## src/design/stc_pkg.sv

```systemverilog
// Purpose: Shared constants and types for the shared time stamp counter block.
// Assumes: One core clock at 250 MHz; core count fixed at build time.
// Notes:   Counts, field positions and reset values are named here only.
package stc_pkg;

  // ==========================================================================
  // Sizes
  localparam int STC_CORES  = 4;
  localparam int STC_CNT_W  = 64;
  localparam int STC_HALF_W = 32;
  localparam int STC_ID_W   = 8;

  // ==========================================================================
  // Field positions and reset values
  localparam int                   STC_CAP_INVARIANT_BIT = 8;
  localparam logic [STC_CNT_W-1:0] STC_CNT_RST           = 64'h0;
  localparam logic [STC_ID_W-1:0]  STC_CORE_ID_BASE      = 8'h00;

  // ==========================================================================
  // Timing
  localparam int STC_CLK_PERIOD_NS = 4;
  localparam int STC_REF_PERIOD_NS = 100;
  localparam int STC_REF_DIV_CYC   = (STC_REF_PERIOD_NS + STC_CLK_PERIOD_NS - 1)
                                     / STC_CLK_PERIOD_NS;
  localparam int STC_DIV_W         = $clog2(STC_REF_DIV_CYC);

  // ==========================================================================
  // Types
  typedef enum logic [1:0] {
    STC_KIND_UNORD = 2'h0,
    STC_KIND_ORD   = 2'h1,
    STC_KIND_CAP   = 2'h2
  } stc_kind_t;

  typedef enum logic [1:0] {
    STC_ST_IDLE   = 2'h0,
    STC_ST_RETIRE = 2'h1,
    STC_ST_TICK   = 2'h3
  } stc_state_t;

  typedef struct packed {
    logic      valid;
    stc_kind_t kind;
  } stc_req_t;

  typedef struct packed {
    logic                 en;
    logic [STC_CNT_W-1:0] value;
  } stc_wr_t;

  typedef struct packed {
    logic                  valid;
    stc_kind_t             kind;
    logic [STC_HALF_W-1:0] upper_result_reg;
    logic [STC_HALF_W-1:0] lower_result_reg;
    logic [STC_ID_W-1:0]   core_id;
  } stc_rsp_t;

  // Upper result of a capability query: only the invariant-counter flag is set.
  function automatic logic [STC_HALF_W-1:0] stc_cap_upper();
    logic [STC_HALF_W-1:0] v;
    v = 32'h0;
    v[STC_CAP_INVARIANT_BIT] = 1'b1;
    return v;
  endfunction

endpackage

```

## src/design/stc_rate_div.sv

```systemverilog
// Purpose: Shared increment enable for every per-core counter.
// Assumes: Core clock is the highest performance-state frequency.
// Notes:   One enable feeds all counters so they can never drift apart.
`timescale 1ns/100ps
module stc_rate_div
  import stc_pkg::*;
(
  // Clock and reset
  input  wire logic i_mclk,
  input  wire logic i_reset_n,
  // Control
  input  wire logic i_counter_freq_scale_select,
  // Enable out
  output logic      o_tick
);

  logic [STC_DIV_W-1:0] div_ff;
  logic [STC_DIV_W-1:0] nxt_div;
  logic                 tick_ff;
  logic                 nxt_tick;

  // ==========================================================================
  // Divider
  always_comb begin
    nxt_div  = div_ff;
    nxt_tick = 1'b0;
    if (i_counter_freq_scale_select) begin
      // Scaled to the core's top frequency: advance every cycle.
      nxt_div  = '0;
      nxt_tick = 1'b1;
    end else if (div_ff == STC_DIV_W'(STC_REF_DIV_CYC - 1)) begin
      nxt_div  = '0;
      nxt_tick = 1'b1;
    end else begin
      nxt_div = div_ff + STC_DIV_W'(1);
    end
  end

  always_ff @(posedge i_mclk) begin
    if (!i_reset_n) begin
      div_ff  <= '0;
      tick_ff <= 1'b0;
    end else begin
      div_ff  <= nxt_div;
      tick_ff <= nxt_tick;
    end
  end

  assign o_tick = tick_ff;

endmodule

```

## src/design/stc_top.sv

```systemverilog
// Purpose: Per-core 64-bit time stamp counters with ordered and unordered reads.
// Assumes: Each core raises i_older_retired while nothing older is in flight.
// Notes:   One outstanding read per core; ready drops while a read is pending.
`timescale 1ns/100ps
module stc_top
  import stc_pkg::*;
(
  // Clock and reset
  input  wire logic     i_mclk,
  input  wire logic     i_reset_n,
  // Configuration, held in the hardware configuration register by firmware
  input  wire logic     i_counter_freq_scale_select,
  // Read requests from each core pipeline
  input  wire stc_req_t i_req           [STC_CORES],
  input  wire logic     i_older_retired [STC_CORES],
  output logic          o_req_ready     [STC_CORES],
  // Software counter loads
  input  wire stc_wr_t  i_wr            [STC_CORES],
  // Read answers
  output stc_rsp_t      o_rsp           [STC_CORES]
);

  // ==========================================================================
  // State
  logic                 tick;
  logic [STC_CNT_W-1:0] count_ff   [STC_CORES];
  logic [STC_CNT_W-1:0] nxt_count  [STC_CORES];
  logic                 fresh_ff   [STC_CORES];
  logic                 nxt_fresh  [STC_CORES];
  stc_state_t           state_ff   [STC_CORES];
  stc_state_t           nxt_state  [STC_CORES];
  stc_kind_t            kind_ff    [STC_CORES];
  stc_kind_t            nxt_kind   [STC_CORES];
  logic                 ready_ff   [STC_CORES];
  logic                 nxt_ready  [STC_CORES];
  stc_rsp_t             rsp_ff     [STC_CORES];
  stc_rsp_t             nxt_rsp    [STC_CORES];

  // ==========================================================================
  // Shared increment enable
  // The block has no knowledge of core power states, so nothing can gate it.
  stc_rate_div u_rate_div (
    .i_mclk                      (i_mclk),
    .i_reset_n                   (i_reset_n),
    .i_counter_freq_scale_select (i_counter_freq_scale_select),
    .o_tick                      (tick)
  );

  // Builds an answer carrying a sampled count.
  function automatic stc_rsp_t count_rsp(input stc_kind_t            kind,
                                         input logic [STC_CNT_W-1:0] value,
                                         input int                   core);
    stc_rsp_t r;
    r                  = '0;
    r.valid            = 1'b1;
    r.kind             = kind;
    r.upper_result_reg = value[STC_CNT_W-1:STC_HALF_W];
    r.lower_result_reg = value[STC_HALF_W-1:0];
    if (kind == STC_KIND_ORD) begin
      r.core_id = STC_CORE_ID_BASE + STC_ID_W'(core);
    end
    return r;
  endfunction

  // ==========================================================================
  // Counters
  always_comb begin
    for (int c = 0; c < STC_CORES; c++) begin
      if (i_wr[c].en) begin
        nxt_count[c] = i_wr[c].value;
      end else if (tick) begin
        // Natural overflow of the 64-bit sum wraps to zero.
        nxt_count[c] = count_ff[c] + STC_CNT_W'(1);
      end else begin
        nxt_count[c] = count_ff[c];
      end
    end
  end

  always_ff @(posedge i_mclk) begin
    if (!i_reset_n) begin
      for (int c = 0; c < STC_CORES; c++) begin
        count_ff[c] <= STC_CNT_RST;
      end
    end else begin
      for (int c = 0; c < STC_CORES; c++) begin
        count_ff[c] <= nxt_count[c];
      end
    end
  end

  // ==========================================================================
  // Read sequencing
  // A read at a slow rate may arrive before the count has moved since the
  // previous read; it is held until the next step rather than answered with a
  // repeat, trading latency for strictly increasing values.
  always_comb begin
    for (int c = 0; c < STC_CORES; c++) begin
      logic      sample;
      logic      take;
      stc_kind_t k;
      sample       = 1'b0;
      take         = i_req[c].valid && ready_ff[c];
      k            = take ? i_req[c].kind : kind_ff[c];
      nxt_state[c] = state_ff[c];
      nxt_kind[c]  = kind_ff[c];
      nxt_rsp[c]   = '0;
      unique case (state_ff[c])
        STC_ST_IDLE: begin
          if (take) begin
            nxt_kind[c] = k;
            if (k == STC_KIND_CAP) begin
              nxt_rsp[c].valid            = 1'b1;
              nxt_rsp[c].kind             = STC_KIND_CAP;
              nxt_rsp[c].upper_result_reg = stc_cap_upper();
            end else if (k == STC_KIND_ORD && !i_older_retired[c]) begin
              nxt_state[c] = STC_ST_RETIRE;
            end else if (!fresh_ff[c]) begin
              nxt_state[c] = STC_ST_TICK;
            end else begin
              sample = 1'b1;
            end
          end
        end
        STC_ST_RETIRE: begin
          if (i_older_retired[c]) begin
            if (fresh_ff[c]) begin
              sample       = 1'b1;
              nxt_state[c] = STC_ST_IDLE;
            end else begin
              nxt_state[c] = STC_ST_TICK;
            end
          end
        end
        STC_ST_TICK: begin
          if (fresh_ff[c]) begin
            sample       = 1'b1;
            nxt_state[c] = STC_ST_IDLE;
          end
        end
        default: begin
          nxt_state[c] = STC_ST_IDLE;
        end
      endcase
      if (sample) begin
        nxt_rsp[c] = count_rsp(k, count_ff[c], c);
      end
      // A new step or load arriving with a sample keeps the flag set.
      nxt_fresh[c] = (tick || i_wr[c].en) ? 1'b1 : (fresh_ff[c] && !sample);
      // One read in flight per core keeps answers in program order.
      nxt_ready[c] = (nxt_state[c] == STC_ST_IDLE);
    end
  end

  always_ff @(posedge i_mclk) begin
    if (!i_reset_n) begin
      for (int c = 0; c < STC_CORES; c++) begin
        state_ff[c] <= STC_ST_IDLE;
        kind_ff[c]  <= STC_KIND_UNORD;
        fresh_ff[c] <= 1'b1;
        ready_ff[c] <= 1'b0;
        rsp_ff[c]   <= '0;
      end
    end else begin
      for (int c = 0; c < STC_CORES; c++) begin
        state_ff[c] <= nxt_state[c];
        kind_ff[c]  <= nxt_kind[c];
        fresh_ff[c] <= nxt_fresh[c];
        ready_ff[c] <= nxt_ready[c];
        rsp_ff[c]   <= nxt_rsp[c];
      end
    end
  end

  // ==========================================================================
  // Outputs
  always_comb begin
    for (int c = 0; c < STC_CORES; c++) begin
      o_req_ready[c] = ready_ff[c];
      o_rsp[c]       = rsp_ff[c];
    end
  end

endmodule

```

## config.mk

```make
export PLATFORM = sky130hd
export DESIGN_NAME = stc_top
export DESIGN_NICKNAME = d
export VERILOG_FILES = /design/src/design/stc_pkg.sv /design/src/design/stc_rate_div.sv /design/src/design/stc_top.sv
export SDC_FILE = /design/constraint.sdc
export NUM_CORES = 1
export LEC_CHECK = 0
export ABC_AREA = 1
export BUFFER_PORTS_ARGS = -buffer_cell sky130_fd_sc_hd__buf_2
export CAP_MARGIN = 20
export CORE_MARGIN = 10
export CORE_UTILIZATION = 30
export DETAILED_ROUTE_END_ITERATION = 12
export PLACE_DENSITY = 0.56
export SYNTH_ARGS = -nofsm -noshare
export SYNTH_HDL_FRONTEND = slang
export SYNTH_SLANG_ARGS = --single-unit
```

## constraint.sdc

```tcl
create_clock -name i_mclk -period 1.69 [get_ports i_mclk]
set_input_delay 0.338 -clock i_mclk [delete_from_list [all_inputs] [get_ports i_mclk]]
set_output_delay 0.338 -clock i_mclk [all_outputs]
set_load 0.02 [all_outputs]
```

Yosys cells after proc, flatten, opt, wreduce, memory -nomap -nowiden
Memory sizes are Yosys's and may differ from the RTL's.
Cells that the tools add are included.
{"block": "totals", "ff_bits": 6, "ramBits": 580, "output_inout_bits": 304, "word_cells": 215, "mem_count": 6}
{"block": "classes", "n_addsub": 5, "n_eq_ne": 17, "mux": 127, "n_bitwise": 25, "n_reduce_logical": 33}
{"memory": "rsp_ff", "depth": 4, "word_bits": 75, "read_ports": 4, "rd_clocked_by_memory_dff": 0, "write_ports": 4, "line_no": "stc_top.sv:36", "rtl": "stc_rsp_t rsp_ff [STC_CORES];"}
{"memory": "count_ff", "depth": 4, "word_bits": 64, "read_ports": 4, "rd_clocked_by_memory_dff": 0, "write_ports": 4, "line_no": "stc_top.sv:26", "rtl": "logic [STC_CNT_W-1:0] count_ff [STC_CORES];"}
{"memory": "kind_ff", "depth": 4, "word_bits": 2, "read_ports": 4, "rd_clocked_by_memory_dff": 0, "write_ports": 4, "line_no": "stc_top.sv:32", "rtl": "stc_kind_t kind_ff [STC_CORES];"}
{"memory": "state_ff", "depth": 4, "word_bits": 2, "read_ports": 4, "rd_clocked_by_memory_dff": 0, "write_ports": 4, "line_no": "stc_top.sv:30", "rtl": "stc_state_t state_ff [STC_CORES];"}
{"memory": "fresh_ff", "depth": 4, "word_bits": 1, "read_ports": 4, "rd_clocked_by_memory_dff": 0, "write_ports": 4, "line_no": "stc_top.sv:28", "rtl": "logic fresh_ff [STC_CORES];"}
{"memory": "ready_ff", "depth": 4, "word_bits": 1, "read_ports": 4, "rd_clocked_by_memory_dff": 0, "write_ports": 4, "line_no": "stc_top.sv:34", "rtl": "logic ready_ff [STC_CORES];"}
{"cell": "two-way mux 64 bit", "n": 12}
{"cell": "two-way mux 75 bit", "n": 8}
{"cell": "two-way mux 35 bit", "n": 12}
{"cell": "adder 64 x 1 -> 64 bit (second input constant)", "n": 4}
{"cell": "two-way mux 2 bit", "n": 50}
{"cell": "two-way mux 1 bit", "n": 37}
{"cell": "OR 1 bit", "n": 24}
{"cell": "case mux 2 bit (3 select lines)", "n": 4}
{"cell": "== test 2 x 1 -> 1 bit (second input constant)", "n": 8}
{"cell": "== test 2 bit (second input constant)", "n": 8}
{"cell": "logical NOT 2 bit", "n": 8}
{"cell": "logical AND 1 bit", "n": 12}
{"cell": "case mux 1 bit (3 select lines)", "n": 4}
{"cell": "logical NOT 1 bit", "n": 8}
{"cell": "adder 5 x 1 -> 5 bit (second input constant)", "n": 1}
{"cell": "== test 5 bit (second input constant)", "n": 1}
{"cell": "logical OR 1 bit", "n": 4}
{"cell": "OR reduction 3 bit", "n": 1}
{"cell": "inverter 1 bit", "n": 1}

Logic depth before layout (Yosys ltp)
An unclocked memory read counts as a cell.
{"block": "depth", "word_depth": 13, "depth_mapped": 11}

Hierarchy
Synthesis repeated with hierarchy kept, for this count alone.
{"block": "unflattened", "cells_unflattened": 4110, "hier_area_um2": 27363.7}
{"module": "stc_top", "n_inst": 1, "cells_per_inst": 4074, "area_each_um2": 27092.2, "seq_area_each_um2": 11030.6}
{"module": "stc_rate_div", "n_inst": 1, "cells_per_inst": 36, "area_each_um2": 271.5, "seq_area_each_um2": 120.1}

Least setup slack after synthesis
OpenSTA, ideal clock, no wires.
{"block": "synth_timing", "path_kind": "register to register", "startpoint": "mem count_ff[0][0]", "endpoint": "mem count_ff[0][36]", "setup_ns": 0.132, "arrival_ns": 1.518, "t_required_ns": 1.558, "setup_slack_ns": 0.040, "stages_incl_launch_ff": 11, "n_path_buf": 0, "period_less_slack_ns": 1.650, "cell_sequence": "dfxtp_1 > ha_1 > nand3_1 > nor2_2 > nand2_1 > nor2_1 > nand2_1 > nor2_1 > nand2_1 > nand3_1 > a21oi_1"}
{"item": "from (decl)", "line_no": "stc_top.sv:26"}

==> impl_summary.log <==
INFO  metric path_buf_inv = 4
INFO  metric cts_htree_levels = 3
INFO  metric worstSetupPathType = flip-flop to flip-flop
INFO  metric rsz_0062_raised_after_global_routing = yes
INFO  metric path_common_cell = sky130_fd_sc_hd__nand2_4
INFO  metric synth_seq_cells = ~560
INFO  metric final.fill_count = about 9000
INFO  metric route.final.wire_length = 129 mm
INFO  metric postLayoutSetupSlackWorst = -35.9 ps
INFO  metric synth_top_cells_by_area = sky130_fd_sc_hd__dfxtp_1 41%, sky130_fd_sc_hd__nand2_1 16%, sky130_fd_sc_hd__nor2_1 11%
INFO  metric dp_slack = -171 ps
INFO  metric slowest_stage = sky130_fd_sc_hd__dfxtp_2
INFO  metric crit_path_end_kind = flip-flop
INFO  metric reg2regPathDepth = 11
INFO  metric max_clock_freq = slightly below 0.6 GHz
INFO  metric synth.top_cell.area_share = approximately two fifths
INFO  metric hp-start = i_wr[175]
INFO  metric drt_antenna_net_count = 0
INFO  metric drc = 0
INFO  metric post_synth.cell_area_avg = 6.61 um^2
INFO  metric min_path_cells = 3
INFO  metric clkLatencyLatePin = about 640 ps
INFO  metric worst_relative_slew_slack = 64.1%
INFO  metric power.density_cell_area = 808 nW/um^2
INFO  metric route.detailed.vias_per_inst = 4.89
INFO  metric count_of_routing_violations_after_the_opening_detailed_route_iteration = approximately 2700
INFO  metric grt_total_usage = between 20% and 30%
INFO  metric max_slew.worst_pin.slew = approximately 530 ps
INFO  metric synth_top_area_cell = sky130_fd_sc_hd__dfxtp_1
INFO  metric critical_path.reg2reg.endpoint = rsp_ff[1][28]
INFO  metric worstPathCellList = nand2_4 -> o21ai_4 -> inv_2 -> nand2_2 -> nand3_2 -> nand2_4 -> nand3_4 -> buf_12 -> buf_8 -> clkbuf_16 -> nor2_1
INFO  metric layout-drive-gt1-share = approximately 38%
INFO  metric cell_type_group_with_the_largest_total_delay_on_the_critical_path = buffers and inverters
INFO  metric ff2ff_setup_slack = -40 ps
INFO  metric die_width = between 300 and 400 um
INFO  metric num_io_pins = 583
INFO  metric ys_seq_area_share = between 40% and 50%
INFO  metric slew_violations = 0
INFO  metric wl_per_cell = about 20 um
INFO  metric critPathMaxFanout = 8
INFO  metric flow.area_growth_from_synthesis = 52.1%
INFO  metric cts.clk_slew.worst_paths = about 60 ps
INFO  metric multiInputGateArea = between 15000 and 20000 um^2
INFO  metric setup_tns = -218 ps
INFO  metric first_pass_grt_wire_length = ~180 mm
INFO  metric setup_viol = 10
INFO  metric floorplan.die.height = ~320 um
INFO  metric overall_overflow_remaining_after_global_route = 0
INFO  metric finalInstanceArea = 41400 um^2
INFO  metric cts-root-buf = sky130_fd_sc_hd__clkbuf_16
INFO  metric fin_nets = ~5600
INFO  metric final.setup_skew = ~23 ps
INFO  metric cts_tree = built
INFO  metric vias = around 32000
INFO  metric rows = 110
INFO  metric finalCoreUtilization = 46.0%
INFO  metric power_leakage = roughly 17 nW
INFO  metric floorplan.die_area = around 100000 um^2
INFO  metric status = complete, but fails checks
INFO  metric hold_path.class = primary input to flip-flop
INFO  metric post_synth_inst_count = about 4100
INFO  metric via_count_of_the_first_global_routing_pass = approximately 30000
INFO  metric number_of_antenna_violations_at_the_first_check_in_global_routing = 8
INFO  metric number_of_buffers_added_by_the_clock_tree_synthesis_step = 67
INFO  metric reg2reg_from = ready_ff[1]
INFO  metric initial_utilization = about 30%
INFO  metric clkSinkCount = about 560
INFO  metric drt_pass1_iterations = 6
INFO  metric hold_violations = 0
INFO  metric worstPathRequired = about 2300 ps
INFO  metric holdPathEnd = count_ff[1][45]
INFO  metric seqCellArea = roughly 11000 um^2
INFO  metric vdd.ir_drop.worst = 0.642 mV
INFO  metric cp_slowest_stage_delay = between 300 and 400 ps
INFO  metric port_buffers = 554
INFO  metric hold_ws = 22.3 ps
INFO  metric core_area = 90000 um^2
INFO  metric yosys_warnings = 0
INFO  metric critical_path_arrival = 2290 ps
INFO  metric worstSetupStartpointType = flip-flop
INFO  metric violations_in_the_final_reports = setup timing
INFO  metric synth.distinct_cells = 37
INFO  metric dpl_cell_area = 35000 um^2
INFO  metric post_synth_instance_area = ~27000 um^2
INFO  metric post-dp-hpwl = roughly 98 mm
INFO  metric max_cap_violations = 0
INFO  metric cts.path.max_buffers = 3
INFO  metric gpl.final_weighted_congestion = just under 1
INFO  metric finalCriticalPeriod = about 1700 ps
INFO  metric maximum_number_of_pins_on_one_net_before_global_route_repair = 68
INFO  metric portion_of_the_clock_cycle_consumed_by_the_worst_path_in_the_final_layout = 102%
==> metal layers <==
| metal | vias up | GRT usage, % | part of all wire, % |
|---|---|---|---|
| li1 | 15500 | - | - |
| met1 | 15000 | 30.5 | 44 |
| met2 | 1119 | 37.8 | 46 |
| met3 | 186 | 3.95 | 6.7 |
| met4 | 6 | 6.52 | 2.5 |
| met5 | - | 0 | 0.028 |
==> synthesized netlist by cell type <==
cell / instances
sky130_fd_sc_hd__nand2_1: 1148
sky130_fd_sc_hd__nor2_1: 817
sky130_fd_sc_hd__dfxtp_1: 557
sky130_fd_sc_hd__inv_1: 375
sky130_fd_sc_hd__a21oi_1: 254
sky130_fd_sc_hd__a22oi_1: 183
sky130_fd_sc_hd__nand3_1: 169
sky130_fd_sc_hd__o21ai_0: 144
sky130_fd_sc_hd__clkbuf_1: 99
sky130_fd_sc_hd__xor2_1: 78
sky130_fd_sc_hd__nand4_1: 49
sky130_fd_sc_hd__a31oi_1: 44
sky130_fd_sc_hd__nor2_2: 44
sky130_fd_sc_hd__buf_4: 35
sky130_fd_sc_hd__buf_2: 21
sky130_fd_sc_hd__nor3_1: 16
sky130_fd_sc_hd__nor2_4: 13
sky130_fd_sc_hd__nand2_2: 12
sky130_fd_sc_hd__buf_6: 9
sky130_fd_sc_hd__nand3_2: 8
sky130_fd_sc_hd__buf_1: 7
sky130_fd_sc_hd__ha_1: 6
sky130_fd_sc_hd__o21ai_2: 6
sky130_fd_sc_hd__inv_2: 4
sky130_fd_sc_hd__o21ai_1: 4
sky130_fd_sc_hd__a211oi_1: 3
sky130_fd_sc_hd__a21boi_0: 3
sky130_fd_sc_hd__or2_2: 3
sky130_fd_sc_hd__nand3b_1: 2
sky130_fd_sc_hd__nor3b_1: 2
sky130_fd_sc_hd__o21bai_1: 2
sky130_fd_sc_hd__clkinv_1: 1
sky130_fd_sc_hd__conb_1: 1
sky130_fd_sc_hd__o211ai_1: 1
sky130_fd_sc_hd__o22ai_1: 1
sky130_fd_sc_hd__or2_0: 1
sky130_fd_sc_hd__or2_1: 1
==> placed cells by master (no fill, tap or decap), types with 6 or more instances in the layout <==
master / Yosys / final
sky130_fd_sc_hd__nor3_1: 16 / 12
sky130_fd_sc_hd__clkbuf_1: 99 / 10
sky130_fd_sc_hd__o21ai_1: 4 / 31
sky130_fd_sc_hd__nand2_4: 0 / 16
sky130_fd_sc_hd__conb_1: 1 / 28
sky130_fd_sc_hd__dfxtp_4: 0 / 12
sky130_fd_sc_hd__buf_4: 35 / 493
sky130_fd_sc_hd__buf_6: 9 / 22
sky130_fd_sc_hd__nand3_2: 8 / 6
sky130_fd_sc_hd__a31oi_1: 44 / 43
sky130_fd_sc_hd__nand4_1: 49 / 49
sky130_fd_sc_hd__a22oi_1: 183 / 183
sky130_fd_sc_hd__nor2_4: 13 / 101
sky130_fd_sc_hd__buf_2: 21 / 554
sky130_fd_sc_hd__inv_2: 4 / 9
sky130_fd_sc_hd__clkbuf_8: 0 / 13
sky130_fd_sc_hd__clkinv_2: 0 / 8
sky130_fd_sc_hd__nor2_1: 817 / 505
sky130_fd_sc_hd__xor2_1: 78 / 75
sky130_fd_sc_hd__dfxtp_1: 557 / 394
sky130_fd_sc_hd__buf_12: 0 / 34
sky130_fd_sc_hd__a21oi_2: 0 / 17
sky130_fd_sc_hd__nand2_2: 12 / 174
sky130_fd_sc_hd__nor2_2: 44 / 268
sky130_fd_sc_hd__o21ai_0: 144 / 113
sky130_fd_sc_hd__clkbuf_16: 0 / 81
sky130_fd_sc_hd__dfxtp_2: 0 / 151
sky130_fd_sc_hd__dlygate4sd3_1: 0 / 115
sky130_fd_sc_hd__nand3_1: 169 / 158
sky130_fd_sc_hd__nand2_1: 1148 / 970
sky130_fd_sc_hd__nand3_4: 0 / 13
sky130_fd_sc_hd__a21oi_1: 254 / 237
sky130_fd_sc_hd__inv_1: 375 / 365
==> where the power goes <==
part | internal (mW) | leakage (nW) | switching (mW)
Combinational | 1.76 | 11.2 | 2.44
Clock | 8.99 | 1.11 | 6.09
Sequential | 13.7 | 4.61 | 0.526
Total | 24.4 | 16.9 | 9.05
==> state kept, by name, indices dropped and copies added (netlist names) <==
| register | flops |
|---|---|
| rsp_ff | 271 |
| kind_ff | 8 |
| fresh_ff | 4 |
| u_rate_div.div_ff | 5 |
| ready_ff | 4 |
| u_rate_div.o_tick | 1 |
| state_ff | 8 |
| count_ff | 256 |
==> worst reg2reg max path, delay by kind of cell (launching register included) <==
kind / cells / cell delay (ps)
DFF: 1 / 350
buffers and inverters: 4 / 600
and+or+nand+nor: 6 / 520
AOI/OAI and AO/OA: 1 / 200
==> per-stage QoR <==
stage / instances / power [mW]
6_report: 6502 / 33.5
4_1_cts: 6454 / 33.3
3_3_place_gp: 6222 / 17.9
3_5_place_dp: 6222 / 18.0
2_1_floorplan: 4150 / 16.1
5_1_grt: 6501 / 34.6
==> worst max path at each step <==
stage,startpoint,to,slack (ps),cells past startpoint
after global placement,count_ff[2][0],count_ff[2][32],-170,9
after detailed placement,count_ff[2][0],count_ff[2][32],-170,9
after global routing,ready_ff[1],rsp_ff[1][28],-90,11
after CTS,count_ff[1][0],count_ff[1][42],-20,11
after floorplan,count_ff[0][0],count_ff[0][36],40,10
final,ready_ff[1],rsp_ff[1][28],-40,11
==> timing repair <==
item / 4_1_cts / 5_1_grt
setup buffers: 2 / 28
resized for setup: 104 / 788
endpoints found under the hold margin: 115 / 0
cloned: 0 / 19
endpoints found under the setup margin: 94 / 410
hold buffers: 115 / 0
pin swaps: 10 / 111
==> area by class of cell <==
class                           count  area share [%]
Multi-Input combinational cell   3042            38.7
Sequential cell                   557            27.5
Timing Repair Buffer             1231            21.4
Clock buffer                       94            4.81
Tap cell                         1176            3.55
Inverter                          380            3.48
Clock inverter                     21           0.628
Antenna cell                        1         0.00604
==> kinds of logic (layout without fill, tap and decap cells) <==
| group | count (synthesis) | after routing | share of synthesized area (%) |
|---|---|---|---|
| buffers and inverters | 551 | 1726 | 8.42 |
| flip-flops | 557 | 557 | 40.9 |
| AND/OR/NAND/NOR | 2285 | 2285 | 33.9 |
| AO/OA/AOI/OAI | 645 | 645 | 13.9 |
| XOR/XNOR | 78 | 78 | 2.51 |
| other | 1 | 29 | 0.0138 |
| adder cells (fa/ha/maj) | 6 | 6 | 0.276 |
(Power assumes the default switching activity.)
